==> config.mk <==
export PLATFORM = sky130hd
export DESIGN_NAME = serial_rgb_pwm_driver
export DESIGN_NICKNAME = d
export VERILOG_FILES = /design/src/design/rgb_pwm_pkg.sv /design/src/design/serial_rgb_pwm_driver.sv
export SDC_FILE = /design/constraint.sdc
export NUM_CORES = 1
export LEC_CHECK = 0
export BUFFER_PORTS_ARGS = -buffer_cell sky130_fd_sc_hd__buf_2
export CAP_MARGIN = 5
export CELL_PAD_IN_SITES_DETAIL_PLACEMENT = 1
export CELL_PAD_IN_SITES_GLOBAL_PLACEMENT = 1
export CORE_MARGIN = 2
export CORE_UTILIZATION = 49
export CTS_BUF_LIST = sky130_fd_sc_hd__clkbuf_16
export DETAILED_ROUTE_END_ITERATION = 8
export GPL_TIMING_DRIVEN = 0
export PLACE_DENSITY = 0.79
export SYNTH_ARGS = -nofsm -noshare
export SYNTH_HDL_FRONTEND = slang
export SYNTH_SLANG_ARGS = --single-unit
export TNS_END_PERCENT = 30
==> constraint.sdc <==
create_clock -name mclk_i -period 3.68 [get_ports mclk_i]
set_input_delay 0.368 -clock mclk_i [delete_from_list [all_inputs] [get_ports mclk_i]]
set_output_delay 0.368 -clock mclk_i [all_outputs]
set_load 0.01 [all_outputs]
==> src/design/rgb_pwm_pkg.sv <==
// package: constants and types for the serial rgb pwm driver
package rgb_pwm_pkg;
  localparam int LEVEL_W = 8;
  localparam int SHIFT_W = 32;
  localparam int CNT_W = 11;
  localparam int PER_W = 16;
  localparam logic [7:0] WRITE_COMMAND = 8'h3A;
  localparam int CMD_LSB = 24;
  localparam int CH0_LSB = 16;
  localparam int CH1_LSB = 8;
  localparam int CH2_LSB = 0;
  localparam logic [CNT_W-1:0] PWM_ON_COUNT = 11'h001;
  localparam logic [CNT_W-1:0] PWM_WRAP = 11'h7FF;
  localparam logic [PER_W-1:0] PER_MAX = 16'hFFFF;
  // bit period limits accepted from the host, in ns
  localparam int BIT_PERIOD_MIN_NS = 1660;
  localparam int BIT_PERIOD_MAX_NS = 50000;
  localparam int CLK_PERIOD_NS = 100;
  localparam int BIT_PERIOD_MAX_CYC = BIT_PERIOD_MAX_NS / CLK_PERIOD_NS;
  // idle-low holds expressed in bit periods
  localparam int END_PERIODS = 4;
  localparam int LATCH_PERIODS = 8;
  // gamma curve knees and offsets for the turn-off count
  localparam logic [7:0] GAMMA_KNEE_LOW = 8'h08;
  localparam logic [7:0] GAMMA_KNEE_HIGH = 8'h20;
  localparam logic [CNT_W-1:0] GAMMA_OFS_MID = 11'h00E;
  localparam logic [CNT_W-1:0] GAMMA_OFS_TOP = 11'h08A;

  typedef enum logic [1:0] {
    MEASURE_WAIT = 2'b00,
    MEASURE_RUN  = 2'b01,
    DATA         = 2'b10,
    FORWARD      = 2'b11
  } link_state_t;
endpackage

==> src/design/serial_rgb_pwm_driver.sv <==
// module: single-wire serial three-channel gamma pwm led driver
`timescale 1ns/1ps
// What this block does
// - three independent 8-bit channel levels
// - pwm counter steps each grayscale clock once loaded
// - outputs on at count 1, zero stays off
// - output stays on while count within gamma on-time
// - latch load clears counter, forces outputs off
// - gamma mapping from level to on-time
// - outputs off after power-on until loaded
// - first two edges measure bit period
// - measurement shifts two zeros in
// - early second edge is one, late zero
// - end of sequence freezes, forwards input
// - long idle low loads latch, restarts pwm
// - msb first, load only if command 3Ah
// - bits 23:16, 15:8, 7:0 are channels 0,1,2
module serial_rgb_pwm_driver
  import rgb_pwm_pkg::*;
(
  input wire logic mclk_i,                  // 10 MHz system clock
  input wire logic rst_n_i,                 // power-on reset, active low
  input wire logic grayscale_ref_clock_i,   // grayscale reference tick, synchronous
  input wire logic serial_data_in_i,        // serial data input
  output logic serial_data_out_o,           // cascade serial output
  output logic [2:0] sink_on_o,             // channel sink outputs, high = on
  output logic [LEVEL_W-1:0] level_channel0_o,  // latched level, channel 0
  output logic [LEVEL_W-1:0] level_channel1_o,  // latched level, channel 1
  output logic [LEVEL_W-1:0] level_channel2_o   // latched level, channel 2
);

  typedef struct packed {
    link_state_t state;
    logic data_d;
    logic gck_d;
    logic [PER_W-1:0] bit_period;
    logic [PER_W-1:0] since_edge;
    logic [SHIFT_W-1:0] shift;
    logic [3*LEVEL_W-1:0] latch;
    logic [CNT_W-1:0] pwm_cnt;
    logic pwm_run;
    logic [2:0] sink;
    logic fwd_out;
  } state_t;

  state_t st_reg;
  state_t st_next;

  // ****************************************
  // gamma: turn-off count for a level
  // ****************************************
  function automatic logic [CNT_W-1:0] off_count(input logic [LEVEL_W-1:0] lv);
    logic [CNT_W-1:0] base;
    base = {3'h0, lv};
    if (lv < GAMMA_KNEE_LOW)
      off_count = CNT_W'(base << 1);
    else if (lv < GAMMA_KNEE_HIGH)
      off_count = CNT_W'((base << 2) - GAMMA_OFS_MID);
    else
      off_count = CNT_W'((base << 3) - GAMMA_OFS_TOP);
  endfunction

  function automatic logic [LEVEL_W-1:0] chan(input logic [3*LEVEL_W-1:0] l, input int lsb);
    chan = l[lsb +: LEVEL_W];
  endfunction

  function automatic logic in_frame(input link_state_t s);
    in_frame = (s == DATA) || (s == FORWARD);
  endfunction

  logic data_rise;
  logic gck_rise;
  logic frame_open;
  logic end_hit;
  logic latch_hit;
  logic [PER_W-1:0] end_lim;
  logic [PER_W-1:0] lat_lim;
  assign data_rise = serial_data_in_i & ~st_reg.data_d;
  assign gck_rise = grayscale_ref_clock_i & ~st_reg.gck_d;
  assign end_lim = PER_W'(st_reg.bit_period * END_PERIODS);
  assign lat_lim = PER_W'(st_reg.bit_period * LATCH_PERIODS);
  // idle-low timing only trusted once this sequence has its own bit period
  assign frame_open = in_frame(st_reg.state);
  assign end_hit = !serial_data_in_i && st_reg.since_edge >= end_lim;
  assign latch_hit = frame_open && !serial_data_in_i && st_reg.since_edge >= lat_lim;

  // ****************************************
  // next state
  // ****************************************
  always_comb
  begin
    logic [LEVEL_W-1:0] lv;
    lv = '0;
    st_next = st_reg;
    st_next.data_d = serial_data_in_i;
    st_next.gck_d = grayscale_ref_clock_i;
    if (st_reg.since_edge != PER_MAX)
      st_next.since_edge = st_reg.since_edge + 16'h0001;
    if (data_rise)
      st_next.since_edge = '0;
    unique case (st_reg.state)
      MEASURE_WAIT:
        if (data_rise)
          st_next.state = MEASURE_RUN;
      MEASURE_RUN:
        if (data_rise)
        begin
          st_next.bit_period = st_reg.since_edge + 16'h0001;
          st_next.shift = {st_reg.shift[SHIFT_W-3:0], 2'b00};
          st_next.state = DATA;
        end
      DATA:
        if (data_rise)
          st_next.shift = {st_reg.shift[SHIFT_W-2:0], (st_reg.since_edge < (st_reg.bit_period >> 1))};
        else if (end_hit)
          st_next.state = FORWARD;
      FORWARD: ;
    endcase
    // latch hold beats end of sequence
    if (latch_hit)
    begin
      st_next.state = MEASURE_WAIT;
      if (st_reg.shift[SHIFT_W-1:CMD_LSB] == WRITE_COMMAND)
      begin
        st_next.latch = st_reg.shift[CMD_LSB-1:0];
        st_next.pwm_cnt = '0;
        st_next.pwm_run = 1'b1;
        st_next.sink = '0;
      end
    end
    else if (gck_rise && st_reg.pwm_run)
    begin
      st_next.pwm_cnt = (st_reg.pwm_cnt == PWM_WRAP) ? '0 : st_reg.pwm_cnt + 11'h001;
      for (int i = 0; i < 3; i++)
      begin
        lv = chan(st_reg.latch, CH0_LSB - i * LEVEL_W);
        if (lv == '0)
          st_next.sink[i] = 1'b0;
        else if (st_next.pwm_cnt == PWM_ON_COUNT)
          st_next.sink[i] = 1'b1;
        else if (st_next.pwm_cnt > off_count(lv))
          st_next.sink[i] = 1'b0;
      end
    end
    st_next.fwd_out = (st_reg.state == FORWARD) ? serial_data_in_i : 1'b0;
  end

  always_ff @(posedge mclk_i or negedge rst_n_i)
  begin
    if (!rst_n_i)
    begin
      st_reg <= '{state: MEASURE_WAIT, since_edge: PER_MAX, default: '0};
    end
    else
    begin
      st_reg <= st_next;
    end
  end

  // ****************************************
  // outputs
  // ****************************************
  assign serial_data_out_o = st_reg.fwd_out;
  assign sink_on_o = st_reg.sink;
  assign level_channel0_o = st_reg.latch[CH0_LSB +: LEVEL_W];
  assign level_channel1_o = st_reg.latch[CH1_LSB +: LEVEL_W];
  assign level_channel2_o = st_reg.latch[CH2_LSB +: LEVEL_W];

  // ****************************************
  // checks
  // ****************************************
  off_at_reset_a: assert property (@(posedge mclk_i) disable iff (!rst_n_i)
    !st_reg.pwm_run |-> sink_on_o == 3'b000)
    else $error("sink on before any load");
  zero_level_off_a: assert property (@(posedge mclk_i) disable iff (!rst_n_i)
    level_channel0_o == 8'h00 |-> !sink_on_o[0])
    else $error("zero level channel lit");
  load_clears_a: assert property (@(posedge mclk_i) disable iff (!rst_n_i)
    $changed(st_reg.latch) |-> st_reg.pwm_cnt == '0 && sink_on_o == 3'b000)
    else $error("load did not clear pwm");
  load_needs_cmd_a: assert property (@(posedge mclk_i) disable iff (!rst_n_i)
    $changed(st_reg.latch) |-> $past(st_reg.shift[SHIFT_W-1:CMD_LSB]) == WRITE_COMMAND)
    else $error("latched without write command");
  bad_cmd_keep_a: assert property (@(posedge mclk_i) disable iff (!rst_n_i)
    latch_hit && st_reg.shift[SHIFT_W-1:CMD_LSB] != WRITE_COMMAND
    |=> $stable(st_reg.latch) && $stable(st_reg.pwm_run))
    else $error("levels loaded without write command");
  pwm_step_a: assert property (@(posedge mclk_i) disable iff (!rst_n_i)
    gck_rise && st_reg.pwm_run && st_reg.pwm_cnt == 11'h005 && st_next.state == st_reg.state
    |=> st_reg.pwm_cnt == 11'h006)
    else $error("pwm counter did not step");
  on_in_level_a: assert property (@(posedge mclk_i) disable iff (!rst_n_i)
    st_reg.pwm_cnt != '0 && level_channel2_o != 8'h00
    && st_reg.pwm_cnt <= off_count(level_channel2_o) |-> sink_on_o[2])
    else $error("channel off inside its on-time");
  off_past_level_a: assert property (@(posedge mclk_i) disable iff (!rst_n_i)
    st_reg.pwm_cnt > off_count(level_channel2_o) |-> !sink_on_o[2])
    else $error("channel on past its on-time");
  period_store_a: assert property (@(posedge mclk_i) disable iff (!rst_n_i)
    st_reg.state == MEASURE_RUN && data_rise |=> st_reg.bit_period == $past(st_reg.since_edge) + 16'h0001)
    else $error("bit period not stored");
  forward_copy_a: assert property (@(posedge mclk_i) disable iff (!rst_n_i)
    st_reg.state == FORWARD |=> serial_data_out_o == $past(serial_data_in_i))
    else $error("cascade output not forwarded");
  freeze_shift_a: assert property (@(posedge mclk_i) disable iff (!rst_n_i)
    st_reg.state == FORWARD ##1 st_reg.state == FORWARD |-> $stable(st_reg.shift))
    else $error("shift moved while forwarding");
  end_forward_a: assert property (@(posedge mclk_i) disable iff (!rst_n_i)
    st_reg.state == DATA && end_hit && !latch_hit |=> st_reg.state == FORWARD)
    else $error("end of sequence not taken");
  latch_return_a: assert property (@(posedge mclk_i) disable iff (!rst_n_i)
    latch_hit |=> st_reg.state == MEASURE_WAIT)
    else $error("latch hold did not restart measurement");
  measure_zeros_a: assert property (@(posedge mclk_i) disable iff (!rst_n_i)
    st_reg.state == MEASURE_RUN && data_rise |=> st_reg.shift[1:0] == 2'b00 && st_reg.state == DATA)
    else $error("measurement did not shift zeros");
  one_bit_a: assert property (@(posedge mclk_i) disable iff (!rst_n_i)
    st_reg.state == DATA && data_rise && st_reg.since_edge < (st_reg.bit_period >> 1)
    && st_next.state == DATA |=> st_reg.shift[0])
    else $error("early edge not decoded as one");
  on_at_one_a: assert property (@(posedge mclk_i) disable iff (!rst_n_i)
    $rose(st_reg.pwm_cnt == PWM_ON_COUNT) && level_channel1_o != 8'h00 |-> sink_on_o[1])
    else $error("channel not on at count one");

endmodule

After elaboration in Yosys (flattened, before gate mapping)
Cells that the tools add are included.
Widths: inputs -> output; s select.
{"block": "op_classes", "n_reduce_logical": 25, "n_mux": 45, "eq_ne": 14, "n_addsub": 8, "n_lt_le_gt_ge": 12, "bitwise": 4}
{"cell": "$mux 11", "n": 21}
{"cell": "$mux 32", "n": 2}
{"cell": "$pmux 32 s2", "n": 1}
{"cell": "$gt 11x11->1", "n": 3}
{"cell": "$sub 10x4->11 const B", "n": 3}
{"cell": "$sub 11x8->11 const B", "n": 3}
{"cell": "$ge 16x16->1", "n": 2}
{"cell": "$mux 16", "n": 2}
{"cell": "$logic_not 8->1", "n": 3}
{"cell": "$lt 8x4->1 const B", "n": 3}
{"cell": "$lt 8x6->1 const B", "n": 3}
{"cell": "$add 16x1->16 const B", "n": 1}
{"cell": "$lt 16x15->1", "n": 1}
{"cell": "$ne 16x16->1 const B", "n": 1}
{"cell": "$reduce_bool 4->1", "n": 4}
{"cell": "$mux 15", "n": 1}
{"cell": "$ne 3x3->1 const B", "n": 4}
{"cell": "$reduce_and 3->1", "n": 4}
{"cell": "$add 11x1->11 const B", "n": 1}
{"cell": "$eq 11x1->1 const B", "n": 1}
{"cell": "$eq 11x11->1 const B", "n": 1}
{"cell": "$mux 1", "n": 10}
{"cell": "$mux 2", "n": 5}
{"cell": "$eq 8x6->1 const B", "n": 1}
{"cell": "15 further kinds", "n": 27}
{"block": "word_totals", "out_inout_bits": 28, "in_bits": 4, "reg_bits": 108}

Longest topological paths before layout
Gate-level depths: netlist of run 1.
{"block": "depth", "depth_word": 13, "ltp_mapped": 14, "depth_no_buf": 14}

Worst setup path before layout of run 1
No wires, ideal clock.
{"block": "synth_timing", "path_type": "flip-flop to flip-flop", "start": "register st_reg[5] (netlist name)", "end": "register st_reg (netlist bit sink_on_o[1])", "setup_time_ps": 67, "synth_period_minus_slack_ps": 2835, "path_slack_ps": 845, "arrival_time_ps": 2768, "path_buffers": 0, "required_time_ps": 3613, "path_stages_with_launch": 12, "cell_sequence": "dfrtp_1 -> ha_1 -> nand3_1 -> xnor2_1 -> ha_1 -> a211oi_1 -> nor2_1 -> o41ai_1 -> a221oi_1 -> o21a_1 -> a2111oi_0 -> a221o_1"}
{"block": "synth_between", "elab_chain_len": 7}
{"element": "start: declaration", "line_no": "serial_rgb_pwm_driver.sv:46", "text": "state_t st_reg;"}
{"element": "start signal: assignment", "line_no": "serial_rgb_pwm_driver.sv:156", "text": "st_reg <= st_next;"}
{"element": "$add 11x1->11 or $eq 11x11->1 (tied branches)", "line_no": "serial_rgb_pwm_driver.sv:133", "text": "st_next.pwm_cnt = (st_reg.pwm_cnt == PWM_WRAP) ? '0 : st_reg.pwm_cnt + 11'h001;"}
{"element": "$mux 11 *", "line_no": "serial_rgb_pwm_driver.sv:133"}
{"element": "branches (longest 5 deep; another with $gt 11x11->1)"}
Mark *: on every way between the ends. The select of a mux whose other input is x is not followed.
A chain may end at the register's enable or synchronous reset.

Final worst setup path of run 1
Ends and elaborated chain as after synthesis.

==> results by group, run 1 <==
Status
  – Status: finished, final reports clean

GRT
  – Antenna violations before repair: 0
  – All-Layer GR Usage: 26.9%
  – GRT overflow: 0
  – First-pass GRT wire length: 35.0 mm
  – Largest net degree at the start of global routing: 64
  – Vias in the first global route: 6,736

Final layout
  – Commonest cells after routing, fill and taps aside: nand2_1 (118), dfrtp_1 (90), o21ai_0 (87)
  – Nets: 963
  – Share of cells above drive strength 1: 13.6%
  – Final core utilization: 54.7%
  – Commonest non-fill, non-tap cell in the layout: nand2_1
  – Fin cells: 1,069
  – Design area: 8280 µm²
  – Area Growth Syn to Fin: 9.80%
  – Max reg flops: 80
  – Diodes inserted: 0
  – FILL cells: 1,785

Logic synthesis
  – Post-synth EDFFs: 0
  – Syn. warnings: 0
  – Yosys top cell area share: 30.5%
  – Mux cell area share after synthesis: 7.35%
  – Dominant synthesized flop cell: dfrtp_1
  – Yosys cell types: 60
  – Seq/Total Area, Yosys: 36.1%
  – Compound-Gate Fraction of Synth Area: 16.8%
  – Synth Area in Adders: 13.9%
  – Post-Syn Nets: 920
  – Largest family of logic cells by synthesized area: compound AO/OA/AOI/OAI gates
  – Largest cells by area after synthesis: dfrtp_1 (31%), ha_1 (14%), nand2_1 (5.9%), o21ai_0 (5.8%), dfstp_2 (5.6%)
  – Post-Syn Area: 7540 µm²
  – Simple-gate share of the synthesized area: 15.6%
  – Synth Area per Inst: 9.06 µm²
  – Synth Area in XOR/XNOR: 3.48%
  – Ys async rst share: 100%
  – #FFs+latches synth: 108
  – Cell count after synthesis: 833
  – Area leader, netlist: dfrtp_1

Drt
  – Pre-antenna DRT Iters: 6
  – Vias after detailed routing: 6,358
  – Iteration-0 DRC Markers: 364
  – DRC: 0
  – Routed wire length: 21.1 mm
  – Post-DR wirelength/cell: 19.7 µm
  – Vias per cell: 5.95
  – Antenna-violating nets left: 0

Power and ir drop
  – Worst vdd ir: 0.362 mV
  – Psw: 1.24 mW
  – Flop pwr share: 43.1%
  – Switching share of power: 35.2%
  – Combinational power share: 28.3%
  – Clock Power Share: 28.6%
  – Internal Power: 2.29 mW
  – Lkg Pwr: 3.88 nW
  – Power consumption: 3.53 mW
  – Pwr Density: 426 nW/µm²

Placement
  – Placed Cells: 1,053
  – Port Buffers: 31
  – Final Wtd Congestion: 0.873
  – Hpwl dp: 15.9 mm
  – Post-DP Area: 7970 µm²

Floorplan
  – Die area: 16,400 µm²
  – Ports: 32
  – Die width: 128 µm
  – CORE AREA: 15,100 µm²
  – Initial core utilization: 49.8%
  – Die Height: 128 µm
  – FP Rows: 45

Timing
  – Final Hold Viols: 0
  – Final setup viols: 0
  – Pins over their slew limit: 0
  – Worst slew pin tran: 0.932 ns
  – Tmin final: 3.41 ns
  – Highest clock rate: 293 MHz
  – Fin crit share: 92.7%
  – Slew headroom: 37.8%
  – Worst Skew: 0.0122 ns

Setup path
  – Critical path data required time: 3.98 ns
  – WS Path Type: flip-flop to flip-flop
  – Worst-path fanout max: 7
  – WP data arrival: 3.71 ns
  – CP Capture Type: flip-flop
  – Flop2flop setup slack: 0.27 ns
  – Startpoint types: flip-flop

Clock network
  – CTS Hold Bufs: 0
  – CTS max path bufs: 2
  – CTS Buf Count: 9
  – H-tree depth: 3
  – CTS Sinks: 108
  – Clk_lat worst skew: 0.37 ns
  – CTS tree: done
  – Clock Pin Slew Worst Setup and Hold Paths: 0.08 ns
  – Clk Tree Root Cell: clkbuf_16

Min path
  – Worst hold path type: input pin to async pin

Job
  – MaxCap Viol Count: 0
[cell usage after synthesis (all sizes together), types with 2 or more instances]
cell / instances
nand2: 118
dfrtp: 92
o21ai: 88
ha: 83
inv: 51
mux2i: 34
buf: 33
a21oi: 32
nor2: 31
clkbuf: 25
nand3: 21
mux2: 19
xnor2: 17
dfstp: 16
nor3: 14
a21o: 13
nand4: 13
xor2: 13
nor2b: 12
a211oi: 10
nand2b: 7
o211ai: 7
o31ai: 7
or3: 7
and3: 6
and4: 5
o21bai: 5
a2bb2oi: 4
nor4: 4
a2111oi: 3
a21boi: 3
a22oi: 3
a31oi: 3
a32o: 3
a41oi: 3
nand3b: 3
nand4b: 3
o2111ai: 3
o21a: 3
a211o: 2
[worst paths after layout]
kind	from	end	cells past startpoint
setup / recovery	st_reg[5]$_DFFE_PN0P_	sink_on_o[1]$_DFFE_PN0P_	13
hold / removal	rst_n_i	st_reg[101]$_DFFE_PN0P_	1
setup reg to reg	st_reg[5]$_DFFE_PN0P_	sink_on_o[1]$_DFFE_PN0P_	13
hold reg to reg	st_reg[4]$_DFFE_PN0P_	st_reg[4]$_DFFE_PN0P_	1
max in group asynchronous	rst_n_i	level_channel2_o[4]$_DFFE_PN0P_	2
min in group mclk_i	grayscale_ref_clock_i	st_reg[104]$_DFF_PN0_	1
[worst max-delay path: stages, from the launching register on]
cell and delay [ns]:
dfrtp_2 0.45, ha_1 0.24, and4_1 0.28, and4_1 0.26
o21bai_1 0.20, inv_1 0.22, ha_1 0.33, o21ai_0 0.15
nor2_1 0.07, o41ai_2 0.32, a221oi_1 0.14, o21a_1 0.22
a2111oi_1 0.29, a221o_1 0.17
[logic make-up after synthesis]
logic type	Yosys count
AOI/OAI and AO/OA	200
adders and majority gates	84
and+or+nand+nor	249
buffers and inverters	109
DFF	108
muxes	53
xor gates and xnor gates	30
[layer usage]
layer	GRT usage (%)	vias up	routed length, µm
li1	-	3024	-
met1	37.5	3202	10100
met2	44.4	103	10100
met3	3.51	29	614
met4	7.50	0	321
met5	0	-	0
[repair_timing]
item                       CTS  global route
gates resized for setup      0             5
buffers inserted             0             0
setup endpoints to repair    0             1
[per-stage QoR]
step / hold slack, ns / setup TNS [ns] / setup WS (ns)
after global placement: 0.461 / 0 / 0.223
after CTS: 0.0396 / 0 / 0.108
after global routing: 0.0511 / -0.00743 / -0.00743
after floorplan: 0.0724 / 0 / 0.845
final: 0.0153 / 0 / 0.269
after detailed placement: 0.419 / 0 / 0.169
[power groups by stage]
stage	clock network, mW	logic, mW	registers (mW)
after detailed placement	0	0.988	1.54
after global placement	0	0.927	1.52
after CTS	1.03	1.00	1.52
final	1.01	0.999	1.52
after floorplan	0	0.725	1.48
after global routing	1.07	1.14	1.54
[cell type report]
class / instances / area [µm²] / area share, %
flip-flops and latches: 108 / 2730 / 32.9
clock inverters: 7 / 75.1 / 0.906
plain buffers: 58 / 324 / 3.91
multi-input cells: 616 / 4320 / 52.2
clock buffers: 9 / 225 / 2.72
repair buffers: 32 / 185 / 2.24
well taps: 188 / 235 / 2.84
inverters: 51 / 191 / 2.31
(Power assumes the default switching activity.)
==> run 2, diff against run 1 <==
HOLD_SLACK_MARGIN = 0.05   (was unset)
RECOVER_POWER = 100   (was unset)
SLEW_MARGIN = 20   (was unset)
==> run 2 against run 1 <==
Compared with the run above: the flow now finishes with violations (capacitance limit, slew limit); maximum frequency shrank 1.7%; wire length shrank 0.20%; sequential share of layout area is essentially flat; final cell count is essentially flat; global-route usage is the same; worst hold slack gained 0.15 ns; first-iteration DRC count shrank 7.4%; cell area is essentially flat; clock power is essentially flat; non-clock buffer count grew 1; critical path depth shrank 5; critical path type unchanged; largest cell class unchanged; largest power group unchanged.
==> results by group, run 2 (synthesis results as in run 1) <==
Status
  – Status: complete, but fails checks
  – Failing checks: capacitance limit, slew limit

Timing
  – Tmin final: 3.47 ns (+0.0578 ns)
  – Worst Skew: 0.0110 ns (-0.00118 ns)
  – Worst slew pin tran: 2.59 ns (+1.66 ns)
  – Pins over their slew limit: 46 (+46)
  – Final Hold Viols: 0 (unchanged)
  – Final setup viols: 0 (unchanged)
  – Fin crit share: 94.3% (+1.6 points)
  – Slew headroom: -72.9% (-110 points)
  – Highest clock rate: 288 MHz (-1.7%)

Clock network
  – CTS Sinks: 108 (unchanged)
  – CTS Buf Count: 9 (unchanged)
  – Post-CTS setup buffers: 0 (unchanged)
  – Clock Pin Slew Worst Setup and Hold Paths: 0.08 ns (about the same)
  – Clk_lat worst skew: 0.37 ns (about the same)
  – CTS tree: done
  – Clk Tree Root Cell: clkbuf_16
  – CTS max path bufs: 2 (unchanged)
  – H-tree depth: 3 (unchanged)

Placement
  – Port Buffers: 31 (unchanged)
  – Final Wtd Congestion: 0.873 (unchanged)
  – Hpwl dp: 15.9 mm (about the same)
  – Placed Cells: 1,053 (unchanged)

Setup path
  – Worst flop-to-flop path startpoint: st_reg[75]$_DFFE_PN1P_
  – Critical path data required time: 3.93 ns (-0.05 ns)
  – CP Capture Type: flip-flop
  – Cell count of the worst reg-to-reg path: 8 (-5)
  – WS Path Type: flip-flop to flip-flop
  – CP Launch Point: st_reg[75]$_DFFE_PN1P_
  – WP data arrival: 3.72 ns (about the same)
  – Startpoint types: flip-flop
  – Worst r2r dst: level_channel0_o[7]$_DFFE_PN0P_
  – Worst-path fanout max: 10 (+3)
  – Flop2flop setup slack: 0.21 ns (-0.06 ns)

Power and ir drop
  – Pwr Density: 425 nW/µm² (-0.25%)
  – Power consumption: 3.52 mW (-0.31%)
  – Lkg Pwr: 3.85 nW (-0.65%)
  – Worst vdd ir: 0.363 mV (+0.16%)

Drt
  – Vias per cell: 5.93 (-0.34%)
  – Post-DR wirelength/cell: 19.7 µm (-0.30%)
  – Vias after detailed routing: 6,342 (-0.25%)
  – DRC: 0 (unchanged)
  – Antenna-violating nets left: 0 (unchanged)
  – Pre-antenna DRT Iters: 5 (-1)
  – Iteration-0 DRC Markers: 337 (-7.4%)
  – Routed wire length: 21.0 mm (-0.20%)

GRT
  – All-Layer GR Usage: 26.9% (unchanged)
  – First-pass GRT wire length: 35.0 mm (unchanged)
  – GRT overflow: 0 (unchanged)
  – Vias in the first global route: 6,736 (unchanged)
  – Largest net degree at the start of global routing: 64 (unchanged)
  – Antenna violations before repair: 0 (unchanged)

Final layout
  – Max reg flops: 80 (unchanged)
  – Commonest cells after routing, fill and taps aside: nand2_1 (118), dfrtp_1 (90), o21ai_0 (88)
  – Diodes inserted: 0 (unchanged)
  – Area Growth Syn to Fin: 9.73% (about the same)
  – Nets: 964 (+0.10%)
  – Commonest non-fill, non-tap cell in the layout: nand2_1
  – Fin cells: 1,070 (+0.094%)
  – Share of cells above drive strength 1: 12.6% (-1.0 points)

Floorplan
  – Die Height: 128 µm (unchanged)
  – Ports: 32 (unchanged)
  – CORE AREA: 15,100 µm² (unchanged)
  – FP Rows: 45 (unchanged)
  – Initial core utilization: 49.8% (unchanged)
  – Die area: 16,400 µm² (unchanged)
  – Die width: 128 µm (unchanged)

Min path
  – Hold Path End: st_reg[104]$_DFF_PN0_
  – Worst hold path type: input pin to flip-flop
  – Hold Crit Start: grayscale_ref_clock_i
  – Hold depth: 1

Job
  – MaxCap Viol Count: 1 (+1)
==> run 2: cell types whose count changed in the layout (fill, tap and decap cells not counted), sizes merged <==
cell,change
dlygate4sd3,+1
buf,-34
clkbuf,+34
==> run 2: area by class of cell <==
cell class | instances | area (µm²)
buffer | 58 | 324
clock buffer | 9 | 225
fill | 1790 | 6870
inverter | 51 | 191
clock inverter | 7 | 75.1
tap | 188 | 235
multi-input combinational | 616 | 4320
sequential | 108 | 2730
timing repair buffer | 33 | 185
==> run 2: metrics by stage <==
step	cell area [µm²]	utilization, %	setup WS (ns)	hold WS (ns)	TNS, ns
floorplan	7540	-	0.845	0.0724	0
global placement	7940	52.4	0.223	0.461	0
detailed placement	7970	52.6	0.169	0.326	0
CTS	8280	54.7	0.108	0.141	0
global route	8280	54.7	-0.00743	0.161	-0.00743
finish	8280	54.7	0.211	0.168	0
==> run 2: power by group <==
group	total [mW]	internal (mW)	switching [mW]
sequential	1.52	1.35	0.168
clock	1.01	0.535	0.476
combinational	0.987	0.393	0.594
total	3.52	2.28	1.24
==> run 2: worst max path at each step <==
stage	to	slack, ns	cells after the start
after floorplan	sink_on_o[1]$_DFFE_PN0P_	0.85	11
after global placement	sink_on_o[1]$_DFFE_PN0P_	0.22	11
after detailed placement	sink_on_o[1]$_DFFE_PN0P_	0.17	11
after CTS	sink_on_o[1]$_DFFE_PN0P_	0.11	11
after global routing	sink_on_o[1]$_DFFE_PN0P_	-0.007	13
final	level_channel0_o[7]$_DFFE_PN0P_	0.21	8
==> run 2: worst max-delay path, stage by stage, from the launching register on <==
cell       delay [ns]
dfstp_1          0.61
inv_1            0.10
ha_1             0.29
nand4b_1         0.12
a31oi_1          0.21
o211ai_1         0.23
a2111oi_4        0.95
clkbuf_2         0.45
mux2_2           0.37
==> run 2: what timing repair did <==
item | CTS | global route
hold buffers | 1 | 0
setup endpoints to repair | 0 | 1
resized for setup | 0 | 5
endpoints found under the hold margin | 31 | 0
==> run 2: layer usage <==
metal  wire [µm]  track usage, %
met5           0               0
met4         354            7.50
met3         717            3.46
met2       10000            44.4
met1        9940            37.5
